### src/inc/mbw_defines.svh
// constants for the write-multiple-registers handler
`ifndef MBW_DEFINES_SVH
`define MBW_DEFINES_SVH
`define PREFIX_LEN 4'h7
`define FN_WRITE_MULTI 8'h10
`define EXC_FLAG 8'h80
`define EXC_ILLEGAL_FN 8'h01
`define EXC_BAD_ADDR 8'h02
`define WORD_MIN 16'h0001
`define WORD_MAX 16'h0064
`define RESP_LEN 5'h0C
`define EXC_LEN 5'h09
`define RESP_FOLLOW 8'h06
`define EXC_FOLLOW 8'h03
`endif

### src/inc/mbw_pkg.sv
// types for the write-multiple-registers handler
package mbw_pkg;
    typedef struct packed {
        logic [15:0] addr;
        logic [15:0] data;
    } reg_write_s;
    typedef enum logic [2:0] {
        ST_PREFIX,
        ST_HEAD,
        ST_DATA,
        ST_DRAIN,
        ST_REPLY
    } parse_e;
endpackage : mbw_pkg

### src/modbus_write_multiple_handler.sv
// write-multiple-registers request handler, slave side
`timescale 1ns/1ps
`include "mbw_defines.svh"
module modbus_write_multiple_handler #(
    parameter logic [15:0] SPACE_LO = 16'h0000,
    parameter logic [15:0] SPACE_HI = 16'hFFFF
) (
    // clock and reset
    input wire logic clock_i,
    input wire logic rst_i,
    // request byte stream; rx_last_i marks the last byte
    input wire logic rx_valid_i,
    input wire logic [7:0] rx_data_i,
    input wire logic rx_last_i,
    output logic rx_ready_o,
    // reply byte stream
    output logic tx_valid_o,
    output logic [7:0] tx_data_o,
    output logic tx_last_o,
    input wire logic tx_ready_i,
    // register write port
    output logic wr_en_o,
    output mbw_pkg::reg_write_s wr_o
);
    mbw_pkg::parse_e state;
    logic [4:0] idx;
    logic [7:0] prefix [0:6];
    logic [7:0] fn;
    logic [15:0] start;
    logic [15:0] count;
    logic [7:0] bcount;
    logic [15:0] wptr;
    logic [15:0] done_words;
    logic [7:0] hi_byte;
    logic lo_phase;
    logic exc;
    logic [7:0] exc_code;
    logic [4:0] tx_idx;
    logic [7:0] tx_byte;

    wire rx_take = rx_valid_i && rx_ready_o;
    wire [16:0] end_addr = {1'b0, start} + {1'b0, count} - 17'd1;
    wire count_bad = (count < `WORD_MIN) || (count > `WORD_MAX);
    // byte count must be twice word count
    wire bcount_bad = ({8'h00, bcount} != {count[14:0], 1'b0});
    // whole register space, SPACE_LO to SPACE_HI
    wire addr_bad = (start < SPACE_LO) || (end_addr > {1'b0, SPACE_HI});
    wire fn_bad = (fn != `FN_WRITE_MULTI);
    wire [4:0] tx_len = exc ? `EXC_LEN : `RESP_LEN;

    assign rx_ready_o = (state != mbw_pkg::ST_REPLY);
    assign tx_valid_o = (state == mbw_pkg::ST_REPLY);
    assign tx_last_o = tx_valid_o && (tx_idx == tx_len - 5'd1);
    assign tx_data_o = tx_byte;

    // reply byte selection, prefix copied with new length
    always_comb
    begin
        tx_byte = 8'h00;
        unique case (tx_idx)
            5'd0, 5'd1, 5'd2, 5'd3, 5'd4: tx_byte = prefix[tx_idx[2:0]];
            5'd5: tx_byte = exc ? `EXC_FOLLOW : `RESP_FOLLOW;
            5'd6: tx_byte = prefix[6];
            5'd7: tx_byte = exc ? (`EXC_FLAG | `FN_WRITE_MULTI) : fn;
            5'd8: tx_byte = exc ? exc_code : start[15:8];
            5'd9: tx_byte = start[7:0];
            5'd10: tx_byte = count[15:8];
            5'd11: tx_byte = count[7:0];
            default: tx_byte = 8'h00;
        endcase
    end

    always_ff @(posedge clock_i)
    begin
        if (rst_i)
        begin
            state <= mbw_pkg::ST_PREFIX;
            idx <= 5'd0;
            fn <= 8'h00;
            start <= 16'h0000;
            count <= 16'h0000;
            bcount <= 8'h00;
            wptr <= 16'h0000;
            done_words <= 16'h0000;
            hi_byte <= 8'h00;
            lo_phase <= 1'b0;
            exc <= 1'b0;
            exc_code <= 8'h00;
            tx_idx <= 5'd0;
            wr_en_o <= 1'b0;
            wr_o <= '0;
            for (int i = 0; i < 7; i++)
                prefix[i] <= 8'h00;
        end
        else
        begin
            wr_en_o <= 1'b0;
            unique case (state)
                // seven prefix bytes stored for the echo
                mbw_pkg::ST_PREFIX:
                    if (rx_take)
                    begin
                        prefix[idx[2:0]] <= rx_data_i;
                        idx <= idx + 5'd1;
                        if (idx == {1'b0, `PREFIX_LEN} - 5'd1)
                        begin
                            idx <= 5'd0;
                            state <= mbw_pkg::ST_HEAD;
                        end
                        if (rx_last_i)
                        begin
                            idx <= 5'd0;
                            state <= mbw_pkg::ST_PREFIX;
                        end
                    end
                mbw_pkg::ST_HEAD:
                    if (rx_take)
                    begin
                        idx <= idx + 5'd1;
                        unique case (idx)
                            5'd0: fn <= rx_data_i;
                            5'd1: start[15:8] <= rx_data_i;
                            5'd2: start[7:0] <= rx_data_i;
                            5'd3: count[15:8] <= rx_data_i;
                            5'd4: count[7:0] <= rx_data_i;
                            default: bcount <= rx_data_i;
                        endcase
                        if (idx == 5'd0 && rx_data_i != `FN_WRITE_MULTI)
                        begin
                            exc <= 1'b1;
                            exc_code <= `EXC_ILLEGAL_FN;
                            state <= rx_last_i ? mbw_pkg::ST_REPLY : mbw_pkg::ST_DRAIN;
                        end
                        else if (idx == 5'd5)
                        begin
                            // a frame ending on the byte count carries no data: reject it
                            if (rx_last_i)
                            begin
                                exc <= 1'b1;
                                exc_code <= `EXC_BAD_ADDR;
                                state <= mbw_pkg::ST_REPLY;
                            end
                            else
                            begin
                                wptr <= start;
                                done_words <= 16'h0000;
                                lo_phase <= 1'b0;
                                state <= mbw_pkg::ST_DATA;
                            end
                        end
                        else if (rx_last_i)
                        begin
                            exc <= 1'b1;
                            exc_code <= `EXC_BAD_ADDR;
                            state <= mbw_pkg::ST_REPLY;
                        end
                    end
                    else if (idx == 5'd6 && !fn_bad)
                        idx <= idx;
                mbw_pkg::ST_DATA:
                    if (count_bad || bcount_bad || addr_bad)
                    begin
                        exc <= 1'b1;
                        exc_code <= `EXC_BAD_ADDR;
                        // the byte taken here may be the last one; draining would then hang
                        state <= (rx_take && rx_last_i) ? mbw_pkg::ST_REPLY : mbw_pkg::ST_DRAIN;
                    end
                    else if (rx_take)
                    begin
                        lo_phase <= ~lo_phase;
                        if (!lo_phase)
                            hi_byte <= rx_data_i;
                        // surplus pairs past the word count are dropped, keeping writes in the checked range
                        else if (done_words < count)
                        begin
                            wr_en_o <= 1'b1;
                            wr_o.addr <= wptr;
                            wr_o.data <= {hi_byte, rx_data_i};
                            wptr <= wptr + 16'h0001;
                            done_words <= done_words + 16'h0001;
                        end
                        if (rx_last_i)
                        begin
                            tx_idx <= 5'd0;
                            state <= mbw_pkg::ST_REPLY;
                        end
                    end
                mbw_pkg::ST_DRAIN:
                    if (rx_take && rx_last_i)
                    begin
                        tx_idx <= 5'd0;
                        state <= mbw_pkg::ST_REPLY;
                    end
                mbw_pkg::ST_REPLY:
                    if (tx_ready_i)
                    begin
                        tx_idx <= tx_idx + 5'd1;
                        if (tx_last_o)
                        begin
                            tx_idx <= 5'd0;
                            idx <= 5'd0;
                            exc <= 1'b0;
                            state <= mbw_pkg::ST_PREFIX;
                        end
                    end
            endcase
        end
    end
endmodule : modbus_write_multiple_handler
### config.mk
export PLATFORM = sky130hd
export DESIGN_NAME = modbus_write_multiple_handler
export DESIGN_NICKNAME = d
export VERILOG_FILES = /design/src/inc/mbw_pkg.sv /design/src/modbus_write_multiple_handler.sv
export VERILOG_INCLUDE_DIRS = /design/src /design/src/inc
export SDC_FILE = /design/constraint.sdc
export NUM_CORES = 1
export LEC_CHECK = 0
export ABC_AREA = 1
export ABC_CLOCK_PERIOD_IN_PS = 3350
export BUFFER_PORTS_ARGS = -buffer_cell sky130_fd_sc_hd__buf_2
export CORE_MARGIN = 2
export CORE_UTILIZATION = 60
export CTS_CLUSTER_SIZE = 12
export DETAILED_ROUTE_END_ITERATION = 7
export MAX_ROUTING_LAYER = met4
export PLACE_DENSITY = 0.82
export SETUP_SLACK_MARGIN = 0.15
export SYNTH_ARGS = -nofsm -noshare
export SYNTH_HDL_FRONTEND = slang
export SYNTH_SLANG_ARGS = --single-unit
### constraint.sdc
create_clock -name clock_i -period 3.35 [get_ports clock_i]
set_input_delay 0.335 -clock clock_i [delete_from_list [all_inputs] [get_ports clock_i]]
set_output_delay 0.335 -clock clock_i [all_outputs]
set_load 0.005 [all_outputs]
==> results by group, run 1 <==
Setup path
  – Critical path data arrival time: around 3.4 ns
  – R2R cell count: 18
  – Crit-path max FO: 38
  – Crit start category: register
  – Crit Path Class: register to register
  – Worst Path Required: approximately 3.8 ns
  – Critical Path End Type: register

Global route
  – Total GRT Usage: between 30% and 40%
  – First-pass GRT wire length: around 46 mm
  – Initial antenna violation count: 0
  – Global-route congestion overflow total: 0
  – Vias in the first global route: ~9100
  – Largest net degree at the start of global routing: 103

Clock network
  – CTS tree: done
  – CTS max path bufs: 3
  – Clock Sinks: ~210
  – Clock Latency Late Sink: between 0.5 and 0.6 ns
  – Number of H-tree levels: 1
  – Num CTS Buffers: 23
  – CTS root buf: clkbuf_16
  – Cts hold-fix bufs: 0
  – Reg clk slew, reported paths: 0.06 ns

Die
  – Die X: roughly 140 um
  – Io pins: 57
  – Die Span Y: roughly 140 um
  – Row cnt: 48
  – Initial Utilization: 61.70%
  – Core ar.: ~17000 sq um
  – DIE AREA: between 15000 and 20000 sq um

Min path
  – Hold Crit Class: input pin to register
  – Hold depth: 2

Pwr
  – Pwr dens: approximately 510 nW/um^2
  – Switching share of power: about 28%
  – Seq pwr share: 45.5%
  – Pleak: between 4 and 5 nW
  – Max VDD drop: approximately 380 uV
  – Clk pwr share: about two fifths
  – Comb pwr share: between 10% and 20%
  – Sw power: around 0.0017 W
  – Pint: 0.004408 W

Routing
  – Initial DRC count: around 940
  – Via Count: just under 10000
  – Post-DRT Antenna Nets: 0
  – Routed WL per cell: approximately 17 um
  – Routed WL: approximately 30 mm
  – DR vias/cell: a little under 6
  – DRT Pass-1 Iters: 5
  – Remaining DRCs: 0

Timing
  – Final period utilization: between 80% and 90%
  – Worst Tran Pin Value: 1.286 ns
  – Setup repair after global routing missed its margin: true
  – Clock skew: ~0.011 ns
  – Slew Limit Fails: 0
  – Fmax: 336.6 MHz
  – Min cycle time layout: just under 3 ns
  – Final hold slack: roughly 0.24 ns
  – Max-slew headroom: approximately 14%
  – Final Hold Viols: 0
  – # setup viols final: 0
  – Setup_tns: 0 ns

Synthesis
  – Synth Area in XOR/XNOR: roughly 1.5%
  – Simple-Gate Fraction of Synth Area: between 20% and 30%
  – Mapped Cells: 1400
  – Avg Inst Size Synth: ~7.7 sq um
  – Mux share of post-synthesis cell area: 0%
  – Post-Syn Nets: 1469
  – Compound-gate portion of the synthesized area: a little under a fifth
  – Synth top area share: between 20% and 30%
  – Synth top area cells: dfxtp_1 (28%), edfxtp_1 (16%), o21ai_0 (7.5%), nor2_1 (7.0%), inv_1 (6.5%)
  – Syn. warnings: 0
  – Largest family of logic cells by synthesized area: simple AND/OR/NAND/NOR gates
  – Post-synthesis sequential area ratio: a little over two fifths
  – Number of synthesized flops with an enable pin: 56
  – Synth Flop Type: dfxtp_1
  – Post-synth cell types: 45
  – Top cell type by total area after synthesis: dfxtp_1
  – Asr flop ratio synth: 0%
  – Synth Cell Area: approximately 11000 sq um
  – Synth Area in Adders: under 10%
  – Register bit count reported by yosys: approximately 200

Layout
  – Layout area overhead: 11.46%
  – Fraction of layout cells with a size suffix above 1: a little over a tenth
  – Core Util, Final: slightly below 70%
  – Fin nets: ~1500
  – Ant. Diodes: 0

Placement
  – Port bufs: between 50 and 60
  – GP Congestion: between 0.9 and 1
  – Detail Placement HPWL: 20.70 mm

Job
  – Maxcap violations: 0

Status
  – Status: complete, no violations
[metal layers]
layer	routed length (um)	GRT usage (%)	vias up
met5	0	-	-
met4	1212	13.15	0
met3	2459	5.372	103
met2	13590	51.02	482
met1	11990	40.10	4508
li1	-	-	4781
[through the flow]
step                      power, W  cell area, sq um  instances  setup slack [ns]
after global routing      0.006324             11980       1690            0.1467
after global placement    0.003618             11200       1647            0.4739
after CTS                 0.006092             11920       1687            0.3100
final                     0.006111             11980       1690            0.3791
after detailed placement  0.003639             11200       1647            0.3688
after floorplan           0.003400             10750       1400            0.9045
[cell usage in the layout (no fill, tap or decap), types with 20 or more instances in the layout]
master,netlist,routed
clkbuf_16,0,23
nand2_1,178,178
nor3_1,20,20
inv_1,187,185
o21ai_0,162,162
ha_1,56,56
a21oi_1,130,130
nand3_1,56,56
edfxtp_1,56,56
nor2_1,200,200
buf_2,12,56
dfxtp_1,149,149
[power groups by stage]
| stage | Sequential [W] | Combinational [W] | Clock [W] |
|---|---|---|---|
| 2_1_floorplan | 0.00280 | 0.000604 | 0 |
| 4_1_cts | 0.00278 | 0.000822 | 0.00249 |
| 3_5_place_dp | 0.00283 | 0.000809 | 0 |
| 5_1_grt | 0.00280 | 0.000951 | 0.00258 |
| 3_3_place_gp | 0.00283 | 0.000792 | 0 |
| 6_report | 0.00278 | 0.000855 | 0.00247 |
[sequential cells by signal (all words and copies together), names as in the netlist, 8 cells and up, named ones only]
register,cells
start,16
fn,8
wptr,16
hi_byte,8
count,16
prefix,64
bcount,8
done_words,16
wr_o,32
[final cells by class]
type	instances	area (sq um)
Multi-Input combinational cell	944	5094
Timing Repair Buffer	74	440.4
Fill cell	1459	5440
Clock buffer	32	629.4
Inverter	202	769.5
Tap cell	225	281.5
Clock inverter	8	97.59
Sequential cell	205	4664
[synth_stat cells (all sizes together), types with 9 or more instances]
library cell    n
o2111ai         9
ha             56
o221ai         14
clkbuf         30
a21oi         134
xor2           16
o21ai         171
buf            19
dfxtp         149
nand2         185
nor3           24
inv           199
o22ai          11
nand4          14
a22oi           9
edfxtp         56
nand3          64
nor2          209
[cell families (layout without fill, tap and decap cells)]
group | after synthesis | count (layout)
AND/OR/NAND/NOR | 507 | 507
AO/OA/AOI/OAI | 363 | 363
buffers and inverters | 251 | 316
flip-flops | 205 | 205
adder cells (fa/ha/maj) | 56 | 56
XOR/XNOR | 18 | 18
[final timing paths]
path / slack (ns) / endpoint / from
min reg2reg: 0.45 / exc_code[1] / exc_code[1]
max: 0.38 / wr_o[3] / start[7]
max reg2reg: 0.38 / wr_o[3] / start[7]
min: 0.24 / done_words[12] / rst_i
[worst max-delay path, cell delays in order (launching register included)]
cell and delay, ns:
dfxtp_1 0.43, inv_1 0.10, ha_1 0.29, inv_1 0.04
ha_1 0.30, nand2_1 0.08, inv_1 0.04, a21oi_1 0.16
nand2_1 0.10, nand2_1 0.08, nand2_1 0.05, nand2_1 0.12
nand3_4 0.16, nor2_4 0.15, nand3_4 0.15, inv_8 0.15
buf_12 0.19, o21ai_0 0.11, a21oi_1 0.17
[what timing repair did]
action                     in CTS  in global routing
setup endpoints to repair       0                 28
gates resized for setup         0                  6
setup buffers                   0                  3
(Power assumes the default switching activity.)
==> run 2, diff against run 1 <==
ABC_AREA = default   (was 1)
CAP_MARGIN = 20   (was default)
==> run 2 against run 1 <==
Compared with the run above: clock skew grew 0.010 ns; synthesized cell count fell by 13%; flip-flop and latch count unchanged; worst setup slack lost 0.096 ns; clock power rose by 2%; critical endpoint is now done_words[13]; largest power group unchanged.
==> results by group, run 2 <==
Synthesis
  – Syn. warnings: 0 (unchanged)
  – Count leader, synth: nand2_1 (was nor2_1)
  – Mapped Cells: 1222 (was 1400)
  – Register bit count reported by yosys: 205 (unchanged)
  – Post-synthesis sequential area ratio: 42.62% (was 43.41%)
  – Synth top area cells: dfxtp_1 (27%), edfxtp_1 (15%), ha_1 (6.4%), nand2_1 (5.8%), mux2i_1 (5.1%) (was dfxtp_1 (28%), edfxtp_1 (16%), o21ai_0 (7.5%), nor2_1 (7.0%), inv_1 (6.5%))
  – Post-synth cell types: 76 (was 45)
  – Post-Syn Nets: 1291 (was 1469)
  – Top cell type by total area after synthesis: dfxtp_1 (unchanged)
  – Number of synthesized flops with an enable pin: 56 (unchanged)
  – Asr flop ratio synth: 0% (unchanged)
  – Synth Cell Area: 10940 sq um (was 10750 sq um)
  – Synth top area share: 27.26% (was 27.76%)
  – Avg Inst Size Synth: 8.956 sq um (was 7.675 sq um)
  – Post-synth top cells: nand2_1 (169), dfxtp_1 (149), nor2_1 (118), a21oi_1 (98), inv_1 (87) (was nor2_1 (200), inv_1 (187), nand2_1 (178), o21ai_0 (162), dfxtp_1 (149))
  – Synth Flop Type: dfxtp_1 (unchanged)

Clock network
  – CTS root buf: clkbuf_16 (unchanged)
  – CTS tree: done (unchanged)
  – CTS max path bufs: 3 (unchanged)
  – Num CTS Buffers: 23 (unchanged)
  – Reg clk slew, reported paths: 0.06 ns (about the same)
  – Clock Sinks: 205 (unchanged)
  – Cts hold-fix bufs: 0 (unchanged)
  – Clock Latency Late Sink: 0.53 ns (was 0.52 ns)
  – Number of H-tree levels: 1 (unchanged)

Routing
  – Post-DRT Antenna Nets: 0 (unchanged)
  – Routed WL: 30.27 mm (was 29.26 mm)
  – Initial DRC count: 940 (was 942)
  – DRT Pass-1 Iters: 7 (was 5)
  – Routed WL per cell: 20.05 um (was 17.31 um)
  – Remaining DRCs: 0 (unchanged)
  – DR vias/cell: 6.248 (was 5.843)
  – Via Count: 9434 (was 9874)

Layout
  – Most frequent cells in the layout: nand2_1 (168), dfxtp_1 (149), nor2_1 (117) (was nor2_1 (200), inv_1 (185), nand2_1 (178))
  – Most common cell after layout, fill and taps aside: nand2_1 (was nor2_1)
  – Core Util, Final: 68.64% (was 68.76%)
  – Reg area: 4664 sq um (unchanged)
  – Fin nets: 1335 (was 1519)
  – Largest registers: prefix x64, wr_o x32 (unchanged)
  – Largest register FFs: 64 (unchanged)
  – Fraction of layout cells with a size suffix above 1: 13.74% (was 10.58%)
  – Reg with most FFs: prefix (unchanged)
  – Area of the multi-input gates: 5667 sq um (was 5094 sq um)
  – Ant. Diodes: 0 (unchanged)
  – Fillers: 1402 (was 1459)
  – Layout area overhead: 12.28% (was 11.46%)

Die
  – Io pins: 57 (unchanged)
  – Die X: 139.1 um (was 137.8 um)
  – Die Span Y: 139.1 um (was 137.8 um)
  – Initial Utilization: 61.13% (was 61.70%)
  – Core ar.: 17900 sq um (was 17420 sq um)
  – Row cnt: 49 (was 48)
  – DIE AREA: 19340 sq um (was 19000 sq um)

Setup path
  – Critical Path End Type: register (unchanged)
  – Worst Path Required: 3.81 ns (was 3.79 ns)
  – Crit Path Class: register to register (unchanged)
  – Critical path data arrival time: 3.53 ns (was 3.41 ns)
  – Crit-path max FO: 10 (was 38)
  – Crit start category: register (unchanged)

Status
  – Status: complete, no violations (unchanged)

Timing
  – Setup repair after global routing missed its margin: true (unchanged)
  – Min cycle time layout: 3.067 ns (was 2.971 ns)
  – Final period utilization: 91.54% (was 88.68%)
  – Setup_tns: 0 ns (unchanged)
  – Clock skew: 0.02117 ns (was 0.01121 ns)
  – Slew Limit Fails: 0 (unchanged)
  – Max-slew headroom: 41.07% (was 14.20%)
  – Final Hold Viols: 0 (unchanged)
  – Worst Tran Pin Value: 0.8839 ns (was 1.286 ns)
  – # setup viols final: 0 (unchanged)
  – Fmax: 326.1 MHz (was 336.6 MHz)

Placement
  – Port bufs: 56 (unchanged)
  – Detail Placement HPWL: 21.34 mm (was 20.70 mm)
  – GP Congestion: 1.003 (was 0.9851)

Pwr
  – Total Power: 0.005589 W (was 0.006111 W)
  – Comb pwr share: 7.9% (was 14.0%)
  – Pleak: 4.708 nW (was 4.926 nW)
  – Max VDD drop: 425.9 uV (was 382.1 uV)
  – Pwr dens: 454.8 nW/um^2 (was 510.2 nW/um^2)
  – Pint: 0.004233 W (was 0.004408 W)
  – Sw power: 0.001356 W (was 0.001702 W)
  – Seq pwr share: 47.2% (was 45.5%)
  – Switching share of power: 24.26% (was 27.86%)
  – Clk pwr share: 44.9% (was 40.5%)

Global route
  – Largest net degree at the start of global routing: 84 (was 103)
  – Vias in the first global route: 9000 (was 9137)
  – Initial antenna violation count: 0 (unchanged)
  – Total GRT Usage: 31.74% (was 31.84%)
  – First-pass GRT wire length: 48.07 mm (was 46.32 mm)
  – Global-route congestion overflow total: 0 (unchanged)

Job
  – Maxcap violations: 0 (unchanged)

Min path
  – Hold Crit Class: input pin to register (unchanged)
[run 2: layer usage]
metal	vias to the layer above	part of all wire (%)	global-route usage, %
li1	4444	-	-
met1	4415	41	40.93
met2	479	46	49.96
met3	96	8.7	5.387
met4	0	4.3	13.13
met5	-	0	-
[run 2: worst paths after layout]
check / from / end / slack [ns] / cells past startpoint
max: count[14] / done_words[13] / 0.28 / 12
max reg2reg: count[14] / done_words[13] / 0.28 / 12
min reg2reg: wr_o[25] / wr_o[25] / 0.45 / 2
min: rx_valid_i / state[2] / 0.15 / 3
[run 2: cell type report]
cell class                      count  area share, %
Sequential cell                   205          37.96
Tap cell                          229          2.332
Multi-Input combinational cell    851          46.12
Inverter                           89          2.719
Clock buffer                       33          5.152
Timing Repair Buffer               96          4.837
Clock inverter                      7         0.8859
[run 2: through the flow]
step / worst slack [ns] / instance area [sq um] / hold WS [ns] / instances
after global placement: 0.2262 / 11440 / 0.4355 / 1468
after global routing: 0.07612 / 12290 / 0.1737 / 1510
after floorplan: 0.5024 / 10940 / 0.4357 / 1222
after CTS: 0.2080 / 12210 / 0.1427 / 1509
after detailed placement: 0.09979 / 11450 / 0.4408 / 1469
final: 0.2834 / 12290 / 0.1529 / 1510
[run 2: logic make-up (layout without fill, tap and decap cells)]
logic type / Yosys count / count (layout) / synth area share, %
muxes: 72 / 72 / 8.414
buffers and inverters: 166 / 225 / 6.322
and+or+nand+nor: 449 / 449 / 18.92
DFF: 205 / 205 / 42.62
adders and majority gates: 56 / 56 / 6.402
xor gates and xnor gates: 10 / 10 / 0.8689
AOI/OAI and AO/OA: 264 / 264 / 16.45
[run 2: timing repair]
item                                    CTS  global route
pin swaps                                 0             1
cloned                                    0             0
endpoints found under the setup margin    6            64
setup buffers                             0             1
resized for setup                         3            14
[run 2: power groups by stage]
stage                     registers, W  logic, W  clock network [W]
final                          0.00264  0.000441            0.00251
after floorplan                0.00267  0.000300                  0
after detailed placement       0.00269  0.000427                  0
after global routing           0.00264  0.000474            0.00262
after global placement         0.00269  0.000414                  0
after CTS                      0.00264  0.000430            0.00253
[run 2: worst max-delay path: stages (launching register included)]
cell	delay, ns
dfxtp_1	0.36
inv_1	0.11
ha_1	0.28
inv_1	0.04
ha_1	0.31
a21oi_1	0.17
a21boi_0	0.16
a211o_1	0.40
o2111ai_4	0.35
nand2_4	0.17
buf_4	0.21
o2111ai_1	0.23
mux2i_1	0.21
==> run 3, diff against run 2 <==
ABC_AREA = 1   (was default)
==> run 3 against run 2 <==
Compared with the run above: die area fell by 1.8%; first-iteration DRC count fell by 8.0%; clock power is essentially flat; worst hold slack improved by 0.089 ns; design area shrank 2.5%; sequential power grew 5%; via count increased by 4.9%; utilization rose by 0.17 points; non-clock buffer count shrank 21; combinational power up 94%.
==> results by group, run 3 (same netlist as run 1, synthesis figures left out) <==
Status
  – Status: complete, no violations (unchanged)

Timing
  – Min cycle time layout: 2.990 ns (was 3.067 ns)
  – # setup viols final: 0 (unchanged)
  – Final hold slack: 0.2420 ns (was 0.1529 ns)
  – Final period utilization: 89.25% (was 91.54%)
  – Final Hold Viols: 0 (unchanged)
  – Setup repair after global routing missed its margin: true (unchanged)
  – Worst Tran Pin Value: 0.9855 ns (was 0.8839 ns)
  – Max-slew headroom: 33.94% (was 41.07%)
  – Clock skew: 0.01140 ns (was 0.02117 ns)
  – Setup_tns: 0 ns (unchanged)
  – Final worst setup slack: 0.3602 ns (was 0.2834 ns)
  – Slew Limit Fails: 0 (unchanged)
  – Fmax: 334.5 MHz (was 326.1 MHz)

Placement
  – GP Congestion: 0.9851 (was 1.003)
  – Port bufs: 56 (unchanged)
  – Pre-CTS setup slack: 0.3688 ns (was 0.09979 ns)
  – Detail Placement HPWL: 20.70 mm (was 21.34 mm)

Setup path
  – Crit start category: register (unchanged)
  – Slowest CP cell: a211oi_1 (was a211o_1)
  – Crit-path cells: inv_1 -> ha_1 -> inv_1 -> nor2_1 -> nand2_1 -> nor2_1 -> a211oi_1 -> o2111ai_1 -> buf_2 (was inv_1 -> ha_1 -> inv_1 -> ha_1 -> a21oi_1 -> a21boi_0 -> a211o_1 -> o2111ai_4 -> nand2_4 -> buf_4 -> o2111ai_1 -> mux2i_1)
  – Worst Path Required: 3.01 ns (was 3.81 ns)
  – Critical path data arrival time: 2.65 ns (was 3.53 ns)
  – Critical Path End Type: output port (was register)
  – Worst setup startpoint: tx_idx[0] (was count[14])
  – Max incr delay on CP: 0.49 ns (was 0.40 ns)
  – Crit Path Class: register to output port (was register to register)
  – R2R cell count: 18 (was 12)
  – Crit path capture: tx_data_o[4] (was done_words[13])
  – R2r endpoint: wptr[9] (was done_words[13])
  – Crit-path max FO: 6 (was 10)
  – FF-to-FF Start: start[7] (was count[14])
  – Reg2reg setup slack: 0.37 ns (was 0.28 ns)

Die
  – Die Span Y: 137.8 um (was 139.1 um)
  – Core ar.: 17420 sq um (was 17900 sq um)
  – DIE AREA: 19000 sq um (was 19340 sq um)
  – Io pins: 57 (unchanged)
  – Row cnt: 48 (was 49)
  – Initial Utilization: 61.70% (was 61.13%)
  – Die X: 137.8 um (was 139.1 um)

Layout
  – Reg with most FFs: prefix (unchanged)
  – Largest registers: prefix x64, wr_o x32 (unchanged)
  – Fraction of layout cells with a size suffix above 1: 10.64% (was 13.74%)
  – Most frequent cells in the layout: nor2_1 (200), inv_1 (185), nand2_1 (178) (was nand2_1 (168), dfxtp_1 (149), nor2_1 (117))
  – Layout area overhead: 11.53% (was 12.28%)
  – Fin nets: 1520 (was 1335)
  – Core Util, Final: 68.81% (was 68.64%)
  – Most common cell after layout, fill and taps aside: nor2_1 (was nand2_1)
  – Ant. Diodes: 0 (unchanged)
  – Largest register FFs: 64 (unchanged)

Routing
  – Via Count: 9896 (was 9434)
  – Post-DRT Antenna Nets: 0 (unchanged)
  – Initial DRC count: 865 (was 940)
  – DR vias/cell: 5.852 (was 6.248)
  – Routed WL: 29.29 mm (was 30.27 mm)
  – Routed WL per cell: 17.32 um (was 20.05 um)
  – DRT Pass-1 Iters: 5 (was 7)
  – Remaining DRCs: 0 (unchanged)

Pwr
  – Pleak: 4.930 nW (was 4.708 nW)
  – Pwr dens: 510.3 nW/um^2 (was 454.8 nW/um^2)
  – Max VDD drop: 383.0 uV (was 425.9 uV)

Clock network
  – Num CTS Buffers: 23 (unchanged)
  – CTS root buf: clkbuf_16 (unchanged)
  – Number of H-tree levels: 1 (unchanged)
  – Cts hold-fix bufs: 0 (unchanged)
  – CTS max path bufs: 3 (unchanged)
  – CTS tree: done (unchanged)
  – Clock Latency Late Sink: 0.52 ns (was 0.53 ns)
  – Reg clk slew, reported paths: 0.06 ns (about the same)
  – Clock Sinks: 205 (unchanged)

Global route
  – Largest net degree at the start of global routing: 103 (was 84)
  – First-pass GRT wire length: 46.32 mm (was 48.07 mm)
  – Vias in the first global route: 9137 (was 9000)
  – Total GRT Usage: 31.84% (was 31.74%)
  – Initial antenna violation count: 0 (unchanged)
  – Global-route congestion overflow total: 0 (unchanged)

Min path
  – Hold Crit Start: rst_i (was rx_valid_i)
  – Hold Crit Class: input pin to register (unchanged)

Job
  – Maxcap violations: 0 (unchanged)
run 3: cell types whose count changed in the layout (fill, tap and decap cells not counted), sizes merged, moves of 21 or more:
cell and delta:
nor2 +91, inv +111, o21ai +131, a21oi +34, buf -21, mux2i -56
run 3: how the worst min path moves through the flow:
stage | to | slack [ns] | cells after the start
4_1_cts | done_words[12] | 0.23 | 2
5_1_grt | count[6] | 0.25 | 3
2_1_floorplan | exc_code[1] | 0.42 | 2
3_3_place_gp | exc_code[1] | 0.44 | 2
3_5_place_dp | exc_code[1] | 0.44 | 2
6_report | done_words[12] | 0.24 | 2
run 3: final cells by class:
type	instances	area [sq um]
Fill cell	1458	5433
Tap cell	225	281.5
Clock buffer	32	629.4
Timing Repair Buffer	75	447.9
Sequential cell	205	4664
Multi-Input combinational cell	944	5094
Inverter	202	769.5
Clock inverter	8	97.59
run 3: where the power goes:
group          total, W  switching (W)  internal (W)
combinational  0.000856       0.000595      0.000261
clock           0.00248        0.00101       0.00147
sequential      0.00278       0.000100       0.00268
run 3: repair_timing:
| action | CTS | global route |
|---|---|---|
| resized for setup | 0 | 6 |
| setup buffers | 0 | 3 |
| setup endpoints to repair | 0 | 28 |
run 3: worst max-delay path, delay by kind of cell (launching register included):
| kind | cells | cell delay [ns] |
|---|---|---|
| compound gates | 2 | 0.70 |
| flops | 1 | 0.43 |
| simple gates | 3 | 0.42 |
| buf+inv | 3 | 0.39 |
| fa+ha+maj | 1 | 0.21 |
run 3: metal layers:
| layer | part of all wire [%] | GRT usage (%) |
|---|---|---|
| met1 | 41 | 40.10 |
| met2 | 47 | 51.02 |
| met3 | 8.3 | 5.372 |
| met4 | 3.9 | 13.15 |
| met5 | 0 | - |
run 3: stage by stage:
step | std cells | power, W | cell area (sq um)
after detailed placement | 1647 | 0.003639 | 11200
after global routing | 1691 | 0.006325 | 11980
after floorplan | 1400 | 0.003400 | 10750
after CTS | 1687 | 0.006092 | 11920
final | 1691 | 0.006115 | 11980
after global placement | 1647 | 0.003618 | 11200
